[src/core/rmpsl_defs.svh]
// Register offsets, field positions and reset values of the pin remap block
`ifndef RMPSL_DEFS_SVH
`define RMPSL_DEFS_SVH

`define RMPSL_SYSCFG_ADDR      12'h000
`define RMPSL_UNLOCK_ADDR      12'h004
`define RMPSL_STATUS_ADDR      12'h008
`define RMPSL_OUTSEL_BASE      12'h100
`define RMPSL_INMAP_BASE       12'h200
`define RMPSL_LOCK_BIT         13
`define RMPSL_ONEWAY_BIT       29
`define RMPSL_SEL_W            4
`define RMPSL_SEL_NULL         4'h0
`define RMPSL_SYSCFG_RST       32'h0000_0000
`define RMPSL_CFGWORD3_DEFAULT 32'hFFFF_FFFF
`define RMPSL_KEY1             32'hAA99_6655
`define RMPSL_KEY2             32'h5566_99AA

`endif

[src/core/rmpsl_pkg.sv]
// Types shared by the pin remap block
package rmpsl_pkg;
  typedef enum logic [1:0] {UnlockIdle, UnlockKey1, UnlockOpen} rmpsl_unlock_e;

  typedef struct packed {
    logic        psel;
    logic        penable;
    logic        pwrite;
    logic [11:0] paddr;
    logic [31:0] pwdata;
  } rmpsl_apb_req_s;

  typedef struct packed {
    logic        pready;
    logic        pslverr;
    logic [31:0] prdata;
  } rmpsl_apb_rsp_s;
endpackage : rmpsl_pkg

[src/core/rmpsl_remap.sv]
// Output pin remap select registers with write lock, unlock sequence and one-way option
//
// Local design decisions: the placing of the registers and register access over APB.
`timescale 1ns/1ns
`include "rmpsl_defs.svh"

// How it works
// - Every remappable pin has its own select register choosing its peripheral.
// - Selector fields are four bits; the code names the peripheral routed to pin.
// - Code zero is the reset value and drives no peripheral onto the pin.
// - Locked writes to select or input map registers finish cleanly but change nothing.
// - Lock bit is bit 13 of system config; one blocks writes, zero allows.
// - Lock bit changes only after the unlock key sequence; otherwise ignored.
// - With single-session option set, lock cannot be cleared once set.
// - Under that option, set lock refuses unlock and select registers stay unwritable.
// - Under that option only device reset clears the lock again.
// - Unprogrammed configuration word reads single-session option as set.
module rmpsl_remap
  import rmpsl_pkg::*;
#(
  parameter int          NUM_PINS   = 8,
  parameter int          NUM_PERIPH = 6,
  parameter int          NUM_INMAP  = 4,
  parameter logic [31:0] CFG_WORD3  = `RMPSL_CFGWORD3_DEFAULT
) (
  input  wire logic                  clk,
  input  wire logic                  sys_rst,
  input  wire rmpsl_apb_req_s        apbReq,
  output rmpsl_apb_rsp_s             apbRsp,
  input  wire logic [NUM_PERIPH-1:0] periphOut,
  input  wire logic [NUM_PERIPH-1:0] periphOutEn,
  output logic      [NUM_PINS-1:0]   pinOut,
  output logic      [NUM_PINS-1:0]   pinOutEn,
  output logic      [NUM_INMAP*4-1:0] inMapSel,
  output logic                       mapWriteLock
);

  typedef struct packed {
    logic [NUM_PINS-1:0][`RMPSL_SEL_W-1:0]  outSel;
    logic [NUM_INMAP-1:0][`RMPSL_SEL_W-1:0] inMap;
    logic                                   lock;
    logic                                   lockedOnce;
    rmpsl_unlock_e                          unlock;
    logic [NUM_PINS-1:0]                    pinOut;
    logic [NUM_PINS-1:0]                    pinOutEn;
    logic [31:0]                            prdata;
  } rmpsl_state_s;

  rmpsl_state_s st;
  rmpsl_state_s next_st;

  logic        oneWay;
  logic        access;
  logic        wrAcc;
  logic        rdAcc;
  logic [11:0] addr;
  logic [31:0] wdata;

  // Option sampled from the configuration word
  assign oneWay = CFG_WORD3[`RMPSL_ONEWAY_BIT];
  assign access = apbReq.psel & apbReq.penable;
  assign wrAcc  = access & apbReq.pwrite;
  assign rdAcc  = access & ~apbReq.pwrite;
  assign addr   = apbReq.paddr;
  assign wdata  = apbReq.pwdata;

  // Zero wait state slave; no access is ever flagged as an error
  assign apbRsp.pready  = 1'b1;
  assign apbRsp.pslverr = 1'b0;
  assign apbRsp.prdata  = st.prdata;
  assign pinOut         = st.pinOut;
  assign pinOutEn       = st.pinOutEn;
  assign inMapSel       = st.inMap;
  assign mapWriteLock   = st.lock;

  // Next state: bus writes, unlock sequence, read data and pin mux
  always_comb begin
    logic [3:0] code;
    logic       lockWanted;
    code       = `RMPSL_SEL_NULL;
    lockWanted = 1'b0;
    next_st    = st;
    next_st.prdata = 32'h0000_0000;

    if (wrAcc) begin
      if (addr == `RMPSL_UNLOCK_ADDR) begin
        // Two keys back to back open one lock change; one-way blocks reopening
        if (oneWay && st.lockedOnce && st.lock) begin
          next_st.unlock = UnlockIdle;
        end else if (wdata == `RMPSL_KEY1) begin
          next_st.unlock = UnlockKey1;
        end else if (wdata == `RMPSL_KEY2 && st.unlock == UnlockKey1) begin
          next_st.unlock = UnlockOpen;
        end else begin
          next_st.unlock = UnlockIdle;
        end
      end else if (addr == `RMPSL_SYSCFG_ADDR) begin
        lockWanted = wdata[`RMPSL_LOCK_BIT];
        if (st.unlock == UnlockOpen) begin
          if (lockWanted) begin
            next_st.lock       = 1'b1;
            next_st.lockedOnce = 1'b1;
          end else if (!(oneWay && st.lockedOnce)) begin
            next_st.lock = 1'b0;
          end
          next_st.unlock = UnlockIdle;
        end
      end else if (addr >= `RMPSL_OUTSEL_BASE && addr < `RMPSL_INMAP_BASE) begin
        // Locked writes are acknowledged but dropped
        for (int i = 0; i < NUM_PINS; i++) begin
          if (!st.lock && addr == `RMPSL_OUTSEL_BASE + 12'(i * 4)) begin
            next_st.outSel[i] = wdata[`RMPSL_SEL_W-1:0];
          end
        end
      end else begin
        for (int i = 0; i < NUM_INMAP; i++) begin
          if (!st.lock && addr == `RMPSL_INMAP_BASE + 12'(i * 4)) begin
            next_st.inMap[i] = wdata[`RMPSL_SEL_W-1:0];
          end
        end
      end
    end

    // Read data registered so it stands through the access phase
    if (apbReq.psel && !apbReq.penable && !apbReq.pwrite) begin
      if (addr == `RMPSL_SYSCFG_ADDR) begin
        next_st.prdata[`RMPSL_LOCK_BIT] = st.lock;
      end else if (addr == `RMPSL_STATUS_ADDR) begin
        next_st.prdata[`RMPSL_ONEWAY_BIT] = oneWay;
        next_st.prdata[1:0] = st.unlock;
      end else begin
        for (int i = 0; i < NUM_PINS; i++) begin
          if (addr == `RMPSL_OUTSEL_BASE + 12'(i * 4)) begin
            next_st.prdata[`RMPSL_SEL_W-1:0] = st.outSel[i];
          end
        end
        for (int i = 0; i < NUM_INMAP; i++) begin
          if (addr == `RMPSL_INMAP_BASE + 12'(i * 4)) begin
            next_st.prdata[`RMPSL_SEL_W-1:0] = st.inMap[i];
          end
        end
      end
    end

    // Pin mux: code n selects peripheral n-1, zero or out of range is null
    for (int p = 0; p < NUM_PINS; p++) begin
      code = st.outSel[p];
      next_st.pinOut[p]   = 1'b0;
      next_st.pinOutEn[p] = 1'b0;
      for (int k = 0; k < NUM_PERIPH; k++) begin
        if (code == 4'(k + 1)) begin
          next_st.pinOut[p]   = periphOut[k];
          next_st.pinOutEn[p] = periphOutEn[k];
        end
      end
    end
  end

  // State register; reset disconnects every pin and clears the lock
  always_ff @(posedge clk) begin
    if (sys_rst) begin
      st <= '0;
    end else begin
      st <= next_st;
    end
  end

endmodule : rmpsl_remap

[config.mk]
export PLATFORM = sky130hd
export DESIGN_NAME = rmpsl_remap
export DESIGN_NICKNAME = d
export VERILOG_FILES = /design/src/core/rmpsl_pkg.sv /design/src/core/rmpsl_remap.sv
export VERILOG_INCLUDE_DIRS = /design/src /design/src/core
export SDC_FILE = /design/constraint.sdc
export NUM_CORES = 1
export LEC_CHECK = 0
export ABC_CLOCK_PERIOD_IN_PS = 3680
export BUFFER_PORTS_ARGS = -buffer_cell sky130_fd_sc_hd__buf_2
export CAP_MARGIN = 15
export CORE_UTILIZATION = 34
export CTS_BUF_LIST = sky130_fd_sc_hd__clkbuf_16
export DETAILED_ROUTE_END_ITERATION = 16
export MAX_ROUTING_LAYER = met4
export PLACE_DENSITY = 0.61
export SYNTH_ARGS = -nofsm -noshare
export SYNTH_HDL_FRONTEND = slang
export SYNTH_SLANG_ARGS = --single-unit
[constraint.sdc]
create_clock -name clk -period 3.68 [get_ports clk]
set_input_delay 0.368 -clock clk [delete_from_list [all_inputs] [get_ports clk]]
set_output_delay 0.368 -clock clk [all_outputs]
set_load 0.005 [all_outputs]
### After elaboration in Yosys (flattened, before gate mapping)

Cells that the tools add are included.
W data, S select, Z words.

* bitwise logic cells: 6
* eq/ne operators: 67
* shift operators: 0
* reductions and logical operators: 41
* muxes and demuxes: 119
* $lt $le $gt $ge: 2
* add/sub/neg operators: 0
* divide/modulo/power cells: 0
* multipliers: 0

Operators with widths (count)
* $mux W1: 100
* $eq A12 B9 Y1 const B: 8
* $eq A4 B3 Y1 const B: 24
* $reduce_and A5 Y1: 14
* $eq A4 B2 Y1 const B: 16
* $mux W4: 14
* $eq A12 B10 Y1 const B: 4
* $eq A32 B31 Y1 const B: 1
* $eq A32 B32 Y1 const B: 1
* $eq A4 B1 Y1 const B: 8
* $logic_and A1 B1 Y1: 17
* $eq A12 B3 Y1 const B: 1
* $eq A12 B4 Y1 const B: 1
* $ge A12 B9 Y1 const B: 1
* $logic_not A12 Y1: 1
* $lt A12 B10 Y1 const B: 1
* $mux W2: 5
* $reduce_or A3 Y1: 2
* $not A1 Y1: 4
* $reduce_bool A2 Y1: 2
* $reduce_or A4 Y1: 1
* $logic_not A1 Y1: 3
* $reduce_and A3 Y1: 1
* $and A1 B1 Y1: 2
* other kinds (3): 3

* memories kept: 0
* memory bits (writable): 0
* input bits: 61
* ROM bits: 0
* bits in registers: 100
* output and inout bits: 67
* word-level logic and storage cells: 256
* bits in latches: 0

### Longest topological paths before layout

Gate-level depths: netlist of run 1.

* depth after elaboration: 14
* gate-level depth with buffers: 8
* mapped depth without buffers: 6

### Worst setup path before layout of run 1

Ideal clock, no wire load.

* kind: input port to flip-flop
* start point: in apbReq[41] in the netlist's numbering
* end point: reg st[84] in the netlist's numbering
* path slack: 1.798 ns
* arrival: 1.750 ns
* cell stages on the path: 8
* buffers on the path: 2
* setup time: 0.132 ns
* data required time: 3.548 ns
* cells stage by stage: buf_2 nor4b_2 nand2b_1 nor2_1 buf_2 nand2_1 nand2_1 a21oi_1

* word-level cells in the longest chain between the ends: 3
* elaborated cells on any way between the ends: 10
* those cells by class: order compare: 2; eq/ne: 2; bitwise: 2; reduce/logical: 4

Ends and longest elaborated chain
* from (decl): line rmpsl_remap.sv:28 `input wire rmpsl_apb_req_s apbReq,`
* $ge A12 B9 Y1 (no source line), or another cell as far along
* $logic_and A1 B1 Y1 (no source line), or another cell as far along
* $reduce_and A5 Y1 (no source line) (*)
* to (signal assigned): line rmpsl_remap.sv:164 `st <= next_st;`
* to (decl): line rmpsl_remap.sv:49 `rmpsl_state_s st;`

Every way passes the cells marked *; elsewhere a longest branch is shown, timed or not.
A chain may end at the register's enable or synchronous reset.

### Final worst setup path of run 1

* start point: in apbReq[41] in the netlist's numbering
* end point: reg st[89] in the netlist's numbering

The elaborated chain is that of the path after synthesis.

==> metrics, run 1 <==
Starting Density=0.350; max cap viols=0; Tmin final=2.06 ns; run status=complete, no violations; drt wl/cell=17.7 um; Synth area leader=dfxtp_1; Max clock buf depth=2; # setup viols final=0; synthesized instance count=620; FMAX=486 MHz; GR met2 Demand/Resource=0.324; final hold vios=0; met3 Usage GRT=0.0267; Clock Latency Late Sink=0.34 ns; Reg2Reg Setup Slack=1.70 ns; clock root buffer=clkbuf_16; met1 GRT Util=0.273; H-Tree Level Count=3; Post-synth EDFFs=0; Chip Width=122 um; Power Dens Cells=327 nW/um2; GRT Util Overall=0.209; Final #Nets=713; layout cell share with drive strength beyond 1=0.230; Site Rows=43; Crit Path Category=input pin to flip-flop; worst setup margin=1.62 ns; gp weighted congestion=0.874; Resized cells post-CTS=0; relative slew slack=0.486; required time of the critical path=3.87 ns; n_diodes=0; pre-CTS WS=1.40 ns; Top FF cell, synth=dfxtp_1; vias=4,667; ys async rst share=0; Vias/cell=5.58; area of the mapped netlist=4870 um2; Synth warnings=0; drt total wl=14,800 um; top-area cell type share of the netlist area=0.304; Avg Inst Size Synth=7.86 um2; Chip Height=122 um; Final Cycle Share=0.559; initial antenna violation count=0; total CTS buffers=9; hold buffers post-CTS=0; DP Wirelength=10,700 um; I/O pin count=128; core area=13,900 um2; sequential area share after synthesis=0.304; Lkg Pwr=1.92 nW; Total Die Area=14,800 um2; Yosys reg bits=74; Final Util=0.382; IO buf count=99; actual slew at the worst max-slew pin=0.769 ns; # DRC=0; global-route wire length before repair=23,100 um; Worst Setup Start Kind=input pin; Final Skew=0.00523 ns; CTS tree=yes; largest net degree at the start of global routing=70; RSZ-0062 raised after global routing=no; Arrival @ worst endpoint=2.25 ns; maximum VDD drop=0.000277 V; vias in the first global route=4,200; clk slew on worst S/H paths=0.06 ns; most used routing layer=met2; Sink Count=74; First DRT Iteration DRCs=455; Netlist cell types=58; Hold Path Class=input pin to flip-flop; setup TNS=0 ns; Area Overhead vs Synth=9.30%; Worst Path Max Fanout=20; gr ovfl total=0; Final ANT Viol Nets=0; largest cells by area after synthesis=dfxtp_1, buf_4, a21oi_1; Setup Fix Bufs, Post-CTS=0; pins over their slew limit=0; Pre-Repair DR Iteration Count=5; WHS=0.355 ns; CP endpoint kind=flip-flop
-- stage by stage --
step	total power, mW	std cells	cell area (um2)
floorplan	0.927	646	4970
global placement	0.979	821	5070
detailed placement	0.983	821	5070
CTS	1.75	836	5320
global route	1.80	836	5320
finish	1.74	836	5320
-- final cells by class --
cell class / instances / area, um2
repair buffers: 108 / 563
fillers: 1423 / 8610
well taps: 180 / 225
inverters: 7 / 26.3
clock buffers: 9 / 225
multi-input cells: 452 / 2780
flip-flops and latches: 74 / 1480
clock inverters: 6 / 26.3
-- cells in the mapped netlist, drive strengths merged, types with 3 or more instances --
cell and instances:
clkbuf 34, nor4bb 9, mux4 10, nand2 84, o21ai 11, a21oi 69, inv 7, nor4b 4
or3 3, a31oi 5, nor4 7, a221oi 5, o22ai 7, or4b 3, nand2b 13, nor2 34
buf 79, a22oi 3, o41ai 3, nor3 19, a2111oi 4, dfxtp 74, mux2i 29, o32ai 3
mux2 8, nor2b 4, nand3 56, nand4 6
-- cell families after synthesis --
| kind of cell | Yosys count | share of synthesized area |
|---|---|---|
| and+or+nand+nor | 252 | 0.270 |
| AOI/OAI and AO/OA | 125 | 0.154 |
| buffers and inverters | 120 | 0.146 |
| DFF | 74 | 0.304 |
| muxes | 47 | 0.124 |
| other | 2 | 0.00154 |
-- cells in the final DEF, fill, tap and decap left out, drive strengths merged, types with 3 or more instances in the layout --
cell / synthesis / layout
o32ai: 3 / 3
nor4bb: 9 / 9
inv: 7 / 8
nor4: 7 / 7
conb: 2 / 28
dfxtp: 74 / 74
o21ai: 11 / 11
nand2: 84 / 84
a21oi: 69 / 69
nand3: 56 / 56
or4b: 3 / 3
o22ai: 7 / 7
nand2b: 13 / 13
a31oi: 5 / 5
a22oi: 3 / 3
or3: 3 / 3
a2111oi: 4 / 4
nor2b: 4 / 4
nor4b: 4 / 4
nor3: 19 / 19
a221oi: 5 / 5
buf: 79 / 108
nand4: 6 / 6
mux2i: 29 / 29
clkbuf: 34 / 9
mux2: 8 / 8
mux4: 10 / 10
nor2: 34 / 34
o41ai: 3 / 3
clkinv: 0 / 5
-- worst max-delay path, stage by stage --
cell      delay (ns)
buf_2           0.17
nor4b_2         0.67
nand2b_1        0.31
nor2_1          0.16
buf_4           0.25
nand2_1         0.14
nand2_1         0.11
a21oi_1         0.06
-- power by group --
group | switching [mW] | internal (mW) | total [mW] | leakage (nW)
Clock | 0.330 | 0.441 | 0.771 | 0.131
Sequential | 0.0000310 | 0.801 | 0.801 | 0.596
Combinational | 0.112 | 0.0560 | 0.168 | 1.19
-- routing by layer --
layer	part of all wire	vias up
met5	0	-
met4	0.021	0
met3	0.075	26
met2	0.48	240
met1	0.43	2204
li1	-	2197
-- registers in the layout (all words and copies together), names as in the netlist --
| name | flops |
|---|---|
| pinOutEn | 8 |
| pinOut | 8 |
| inMapSel | 16 |
| st | 35 |
| apbRsp | 6 |
| mapWriteLock | 1 |
-- path summary, 6_finish.rpt --
check / startpoint / endpoint / cells past startpoint
max: apbReq[41] / st[89] / 8
min reg2reg: st[50] / st[50] / 2
max reg2reg: st[73] / pinOutEn[1] / 6
min: apbReq[13] / st[50] / 3
Power figures use the tool's default switching activity.
==> inputs of run 2 (changes only) <==
Settings changed: ABC_CLOCK_PERIOD_IN_PS 3680 to 1700, PLACE_DENSITY 0.61 to 0.63.
Clock period 3.68 ns to 1.7 ns, I/O delays scaled along.
==> run 2 against run 1 <==
  * Design area rose by 11%
  * Via count up 1.3%
  * Non-clock buffer count grew 59
  * Die area unchanged
  * Clock power rose to 3.0 times the previous value
  * Cell count increased by 7.3%
  * Combinational power increased by 140%
  * Critical path depth down 3
  * Worst setup slack got worse by 1.6 ns
  * Sequential power increased by 120%
  * Critical path type is now flip-flop to flip-flop
==> metrics, run 2 (same netlist as run 1, synthesis figures left out) <==
Area Overhead vs Synth=21.4% (was 9.30%); worst r2r src=st[78] (was st[73]); Tot Pwr=4.47 mW (was 1.74 mW); pins over their slew limit=0 (unchanged); clk slew on worst S/H paths=0.06 ns (about the same); drt wl/cell=16.3 um (was 17.7 um); Power Dens Cells=756 nW/um2 (was 327 nW/um2); actual slew at the worst max-slew pin=0.623 ns (was 0.769 ns); max FFs per register=35 (unchanged); Clock Latency Late Sink=0.34 ns (about the same); reg2reg path depth=5 (was 6); Worst Setup Start Kind=flip-flop (was input pin); GRT Util Overall=0.213 (was 0.209); hold path depth=3 (unchanged); Arrival @ worst endpoint=1.87 ns (was 2.25 ns); Reg2Reg Setup Slack=0.04 ns (was 1.70 ns); # setup viols final=0 (unchanged); final hold vios=0 (unchanged); RSZ-0062 raised after global routing=yes (was no); Lkg Pwr=2.27 nW (was 1.92 nW); Total Die Area=14,800 um2 (unchanged); IO buf count=99 (unchanged); gr ovfl total=0 (unchanged); Worst Path Max Fanout=2 (was 20); clock root buffer=clkbuf_16 (unchanged); dpl cells=880 (was 821); initial antenna violation count=1 (was 0); RR Endpoint=apbRsp[2] (was pinOutEn[1]); First DRT Iteration DRCs=389 (was 455); required time of the critical path=1.92 ns (was 3.87 ns); Final #Nets=772 (was 713); maximum VDD drop=0.000500 V (was 0.000277 V); largest net degree at the start of global routing=59 (was 70); global-route wire length before repair=23,400 um (was 23,100 um); Chip Height=122 um (unchanged); run status=complete, no violations (unchanged); Starting Density=0.350 (unchanged); Crit Path Category=flip-flop to flip-flop (was input pin to flip-flop); Filler cells=1,428 (was 1,423); Final Util=0.424 (was 0.382); layout cell share with drive strength beyond 1=0.303 (was 0.230); vias in the first global route=4,428 (was 4,200); Hold Path Class=input pin to flip-flop (unchanged); Final ANT Viol Nets=0 (unchanged); commonest non-fill, non-tap cell in the layout=buf_2 (unchanged); Max clock buf depth=2 (unchanged); Vias/cell=5.27 (was 5.58); min-delay src=apbReq[13] (unchanged); Setup Fix Bufs, Post-CTS=0 (unchanged); vias=4,730 (was 4,667); gp weighted congestion=0.930 (was 0.874); total CTS buffers=9 (unchanged); drt total wl=14,600 um (was 14,800 um); core area=13,900 um2 (unchanged); relative slew slack=0.574 (was 0.486); setup TNS=0 ns (unchanged); Non-Filler Instances=897 (was 836); I/O pin count=128 (unchanged); Sink Count=74 (unchanged); Worst Hold Endpoint=mapWriteLock (was st[50]); Chip Width=122 um (unchanged); Tmin final=1.66 ns; Final Cycle Share=0.974; FMAX=604 MHz; max cap viols=0 (unchanged); most flop-heavy register=st (unchanged); CTS tree=yes (unchanged); CP endpoint kind=flip-flop (unchanged); H-Tree Level Count=3 (unchanged); # DRC=0 (unchanged); Site Rows=43 (unchanged); most frequent cells in the layout=buf_2, nand2_1, dfxtp_1, a21oi_1, buf_4 (was buf_2, nand2_1, dfxtp_1, a21oi_1, nand3_1); Pre-Repair DR Iteration Count=7 (was 5); WHS=0.163 ns (was 0.355 ns); hold buffers post-CTS=0 (unchanged); Final Skew=0.00812 ns (was 0.00523 ns); DP Wirelength=10,900 um (was 10,700 um)
==> run 2: worst max path at each step <==
stage | slack, ns | from | cells past startpoint | to
after floorplan | 0.02 | apbReq[41] | 8 | st[84]
after global placement | -0.15 | apbReq[37] | 7 | apbRsp[3]
after detailed placement | -0.17 | apbReq[37] | 7 | apbRsp[3]
after CTS | 0.01 | st[78] | 5 | apbRsp[2]
after global routing | -0.04 | st[78] | 5 | apbRsp[2]
final | 0.04 | st[78] | 5 | apbRsp[2]
==> run 2: layout make-up <==
cell class | instances | area (um2) | area share
Antenna cell | 1 | 2.50 | 0.000423
Clock buffer | 9 | 225 | 0.0381
Clock inverter | 7 | 133 | 0.0224
Inverter | 7 | 26.3 | 0.00444
Multi-Input combinational cell | 452 | 2800 | 0.474
Sequential cell | 74 | 1480 | 0.251
Tap cell | 180 | 225 | 0.0381
Timing Repair Buffer | 167 | 1020 | 0.172
==> run 2: timing repair <==
| action | in CTS | in global routing |
|---|---|---|
| resized for setup | 1 | 7 |
| setup endpoints to repair | 1 | 4 |
| cloned | 0 | 0 |
| pin swaps | 2 | 4 |
==> run 2: power by group <==
part | total (mW) | leakage, nW | internal (mW) | switching [mW]
combinational | 0.400 | 1.49 | 0.154 | 0.246
sequential | 1.73 | 0.596 | 1.73 | 0.0000531
clock | 2.34 | 0.178 | 1.57 | 0.769
total | 4.47 | 2.27 | 3.46 | 1.02
==> run 2: worst max-delay path, stage by stage, from the launching register on <==
cell,delay (ns)
dfxtp_2,0.31
or3_1,0.30
mux4_2,0.49
a21oi_2,0.17
a2bb2oi_2,0.16
o32ai_2,0.09
==> run 2: stage by stage <==
step                      setup WS (ns)  instance area, um2
final                            0.0442                5910
after global routing            -0.0399                5910
after CTS                        0.0117                5890
after detailed placement         -0.170                5530
after global placement           -0.149                5530
after floorplan                  0.0159                4970
==> run 2: routing by layer <==
layer | global-route usage | vias to the layer above | routed length, um
met4 | 0.0710 | 0 | 226
met3 | 0.0257 | 16 | 806
met5 | - | - | 0
met1 | 0.276 | 2240 | 6670
met2 | 0.342 | 146 | 6930
li1 | - | 2328 | -
==> inputs of run 3 (changes only) <==
==> constraint.sdc (replaced) <==
create_clock -name clk -period 1.7 [get_ports clk]
set_input_delay 0 -clock clk [delete_from_list [all_inputs] [get_ports clk]]
set_output_delay 0 -clock clk [all_outputs]
set_load 0.005 [all_outputs]
==> run 3 against run 2 <==
  * Global-route usage decreased by 0.92 points
  * Count of clock-buffer cells in the layout did not move
  * Via count decreased by 1.8%
  * Critical path depth unchanged
  * Utilization is 1.3 points lower
  * Clock power shrank 15%
  * Sequential power is essentially flat
  * Design area down 3.2%
  * Wire length down 2.3%
  * Critical endpoint unchanged
  * Largest cell class unchanged
==> metrics, run 3 (same netlist as run 1, synthesis figures left out) <==
run status=complete, no violations (unchanged); Largest delay share family, worst path=multiplexers (unchanged); most frequent cells in the layout=buf_2, nand2_1, dfxtp_1, a21oi_1, nand3_1 (was buf_2, nand2_1, dfxtp_1, a21oi_1, buf_4); Crit Path Category=flip-flop to flip-flop (unchanged); most flop-heavy register=st (unchanged); slowest CP cell=mux4_2 (unchanged); layout cell share with drive strength beyond 1=0.281 (was 0.303); gr ovfl total=0 (unchanged); Final ANT Viol Nets=0 (unchanged); max incr delay on CP=0.48 ns (was 0.49 ns); reg2reg path depth=5 (unchanged); DP Wirelength=10,500 um (was 10,900 um); Site Rows=43 (unchanged); commonest non-fill, non-tap cell in the layout=buf_2 (unchanged); maximum VDD drop=0.000465 V (was 0.000500 V); Pre-Repair DR Iteration Count=5 (was 7); Final #Nets=752 (was 772); Area Overhead vs Synth=17.6% (was 21.4%); Lkg Pwr=2.14 nW (was 2.27 nW); gp weighted congestion=0.935 (was 0.930); Clock Latency Late Sink=0.34 ns (about the same); Critical Path Start=st[78] (unchanged); vias in the first global route=4,132 (was 4,428); # DRC=0 (unchanged); CP endpoint=apbRsp[2] (unchanged); Final Cycle Share=0.967 (was 0.974); Logic pwr share=0.093 (was 0.089); sw frac=0.237 (was 0.227); First DRT Iteration DRCs=439 (was 389); Sink Count=74 (unchanged); Power Dens Cells=719 nW/um2 (was 756 nW/um2); Final Util=0.411 (was 0.424); drt total wl=14,300 um (was 14,600 um); Total Die Area=14,800 um2 (unchanged); Hold Path Class=input pin to flip-flop (unchanged); Worst Path Max Fanout=2 (unchanged); Arrival @ worst endpoint=1.86 ns (was 1.87 ns); Starting Density=0.350 (unchanged); clk slew on worst S/H paths=0.06 ns (about the same); Power Internal=3.14 mW (was 3.46 mW); FMAX=609 MHz (was 604 MHz); Buf/Inv on CP=0 (unchanged); Non-Filler Instances=876 (was 897); Clk pwr share=0.486 (was 0.523); H-Tree Level Count=3 (unchanged); relative slew slack=0.583 (was 0.574); Chip Height=122 um (unchanged); GRT Util Overall=0.204 (was 0.213); actual slew at the worst max-slew pin=0.609 ns (was 0.623 ns); required time of the critical path=1.92 ns (about the same); pins over their slew limit=0 (unchanged); WP depth=5 (unchanged); worst setup margin=0.0567 ns (was 0.0442 ns); max FFs per register=35 (unchanged); # setup viols final=0 (unchanged); drt wl/cell=16.3 um (about the same); CP endpoint kind=flip-flop (unchanged); CTS tree=yes (unchanged); dpl cells=859 (was 880); CP cell instances=or3_1 -> mux4_2 -> a21oi_2 -> a2bb2oi_2 -> o32ai_1 (was or3_1 -> mux4_2 -> a21oi_2 -> a2bb2oi_2 -> o32ai_2); Reg2Reg Setup Slack=0.06 ns (was 0.04 ns); Seq pwr share=0.421 (was 0.388); I/O pin count=128 (unchanged); Tmin final=1.64 ns (was 1.66 ns); sw power=0.977 mW (was 1.02 mW); worst r2r src=st[78] (unchanged); max cap viols=0 (unchanged); global-route wire length before repair=22,400 um (was 23,400 um); Vias/cell=5.30 (was 5.27); core area=13,900 um2 (unchanged); initial antenna violation count=1 (unchanged); pre-CTS WS=-0.0294 ns (was -0.170 ns); vias=4,643 (was 4,730); Worst Setup Start Kind=flip-flop (unchanged); Max clock buf depth=2 (unchanged); largest net degree at the start of global routing=61 (was 59); RR Endpoint=apbRsp[2] (unchanged); final hold vios=0 (unchanged); WHS=0.0314 ns (was 0.163 ns); total CTS buffers=9 (unchanged); clock root buffer=clkbuf_16 (unchanged); IO buf count=99 (unchanged); Final Skew=0.00775 ns (was 0.00812 ns); Chip Width=122 um (unchanged)
==> run 3: changes by cell type in the layout (fill, tap and decap cells not counted), sizes merged <==
cell | previous run | this run
clkinv | 2 | 1
dlygate4sd3 | 0 | 1
buf | 167 | 146
clkinvlp | 0 | 2
bufinv | 4 | 2
==> run 3: worst min-delay path by stage <==
stage	startpoint	to	slack [ns]	cells after the start
final	apbReq[12]	st[49]	0.03	4
after global routing	apbReq[12]	st[49]	0.04	4
after CTS	apbReq[12]	st[49]	0.02	4
after detailed placement	apbReq[13]	mapWriteLock	0.34	3
after global placement	apbReq[13]	st[50]	0.34	3
after floorplan	sys_rst	pinOut[1]	0.09	1
==> run 3: what timing repair did <==
item | in CTS | in global routing
endpoints found under the setup margin | 1 | 3
resized for setup | 1 | 5
hold buffers | 1 | 0
hold endpoints to repair | 2 | 0
buffers inserted | 0 | 0
==> run 3: final cells by class <==
cell class | count | area, um2
clock buffers | 9 | 225
multi-input cells | 452 | 2800
flip-flops and latches | 74 | 1480
fillers | 1451 | 8210
clock inverters | 6 | 83.8
well taps | 180 | 225
inverters | 7 | 26.3
repair buffers | 147 | 883
diodes | 1 | 2.50
==> run 3: tightest hold or removal path, cell delays in order <==
cell	delay [ns]
buf_2	0.10
nand3_1	0.05
or4_1	0.10
a21oi_1	0.06
==> run 3: metal layers <==
metal | wire [um] | GRT usage | part of all wire | vias to the layer above
met5 | 0 | - | 0 | -
met4 | 293 | 0.0718 | 0.020 | 0
met3 | 883 | 0.0389 | 0.062 | 27
met2 | 6690 | 0.311 | 0.47 | 171
met1 | 6430 | 0.267 | 0.45 | 2159
li1 | - | - | - | 2286
==> run 3: metrics by stage <==
step | total power [mW] | TNS, ns | instance area (um2)
after floorplan | 2.01 | 0 | 4970
after global placement | 2.14 | -0.0533 | 5380
after detailed placement | 2.14 | -0.210 | 5380
after CTS | 4.14 | 0 | 5700
after global routing | 4.26 | -0.00521 | 5730
final | 4.12 | 0 | 5730
==> run 3: power by group through the flow <==
stage | clock network [mW] | registers, mW | logic, mW
after global placement | 0 | 1.77 | 0.369
after floorplan | 0 | 1.77 | 0.235
final | 2.00 | 1.73 | 0.384
after CTS | 2.03 | 1.73 | 0.376
after detailed placement | 0 | 1.77 | 0.372
after global routing | 2.11 | 1.73 | 0.419
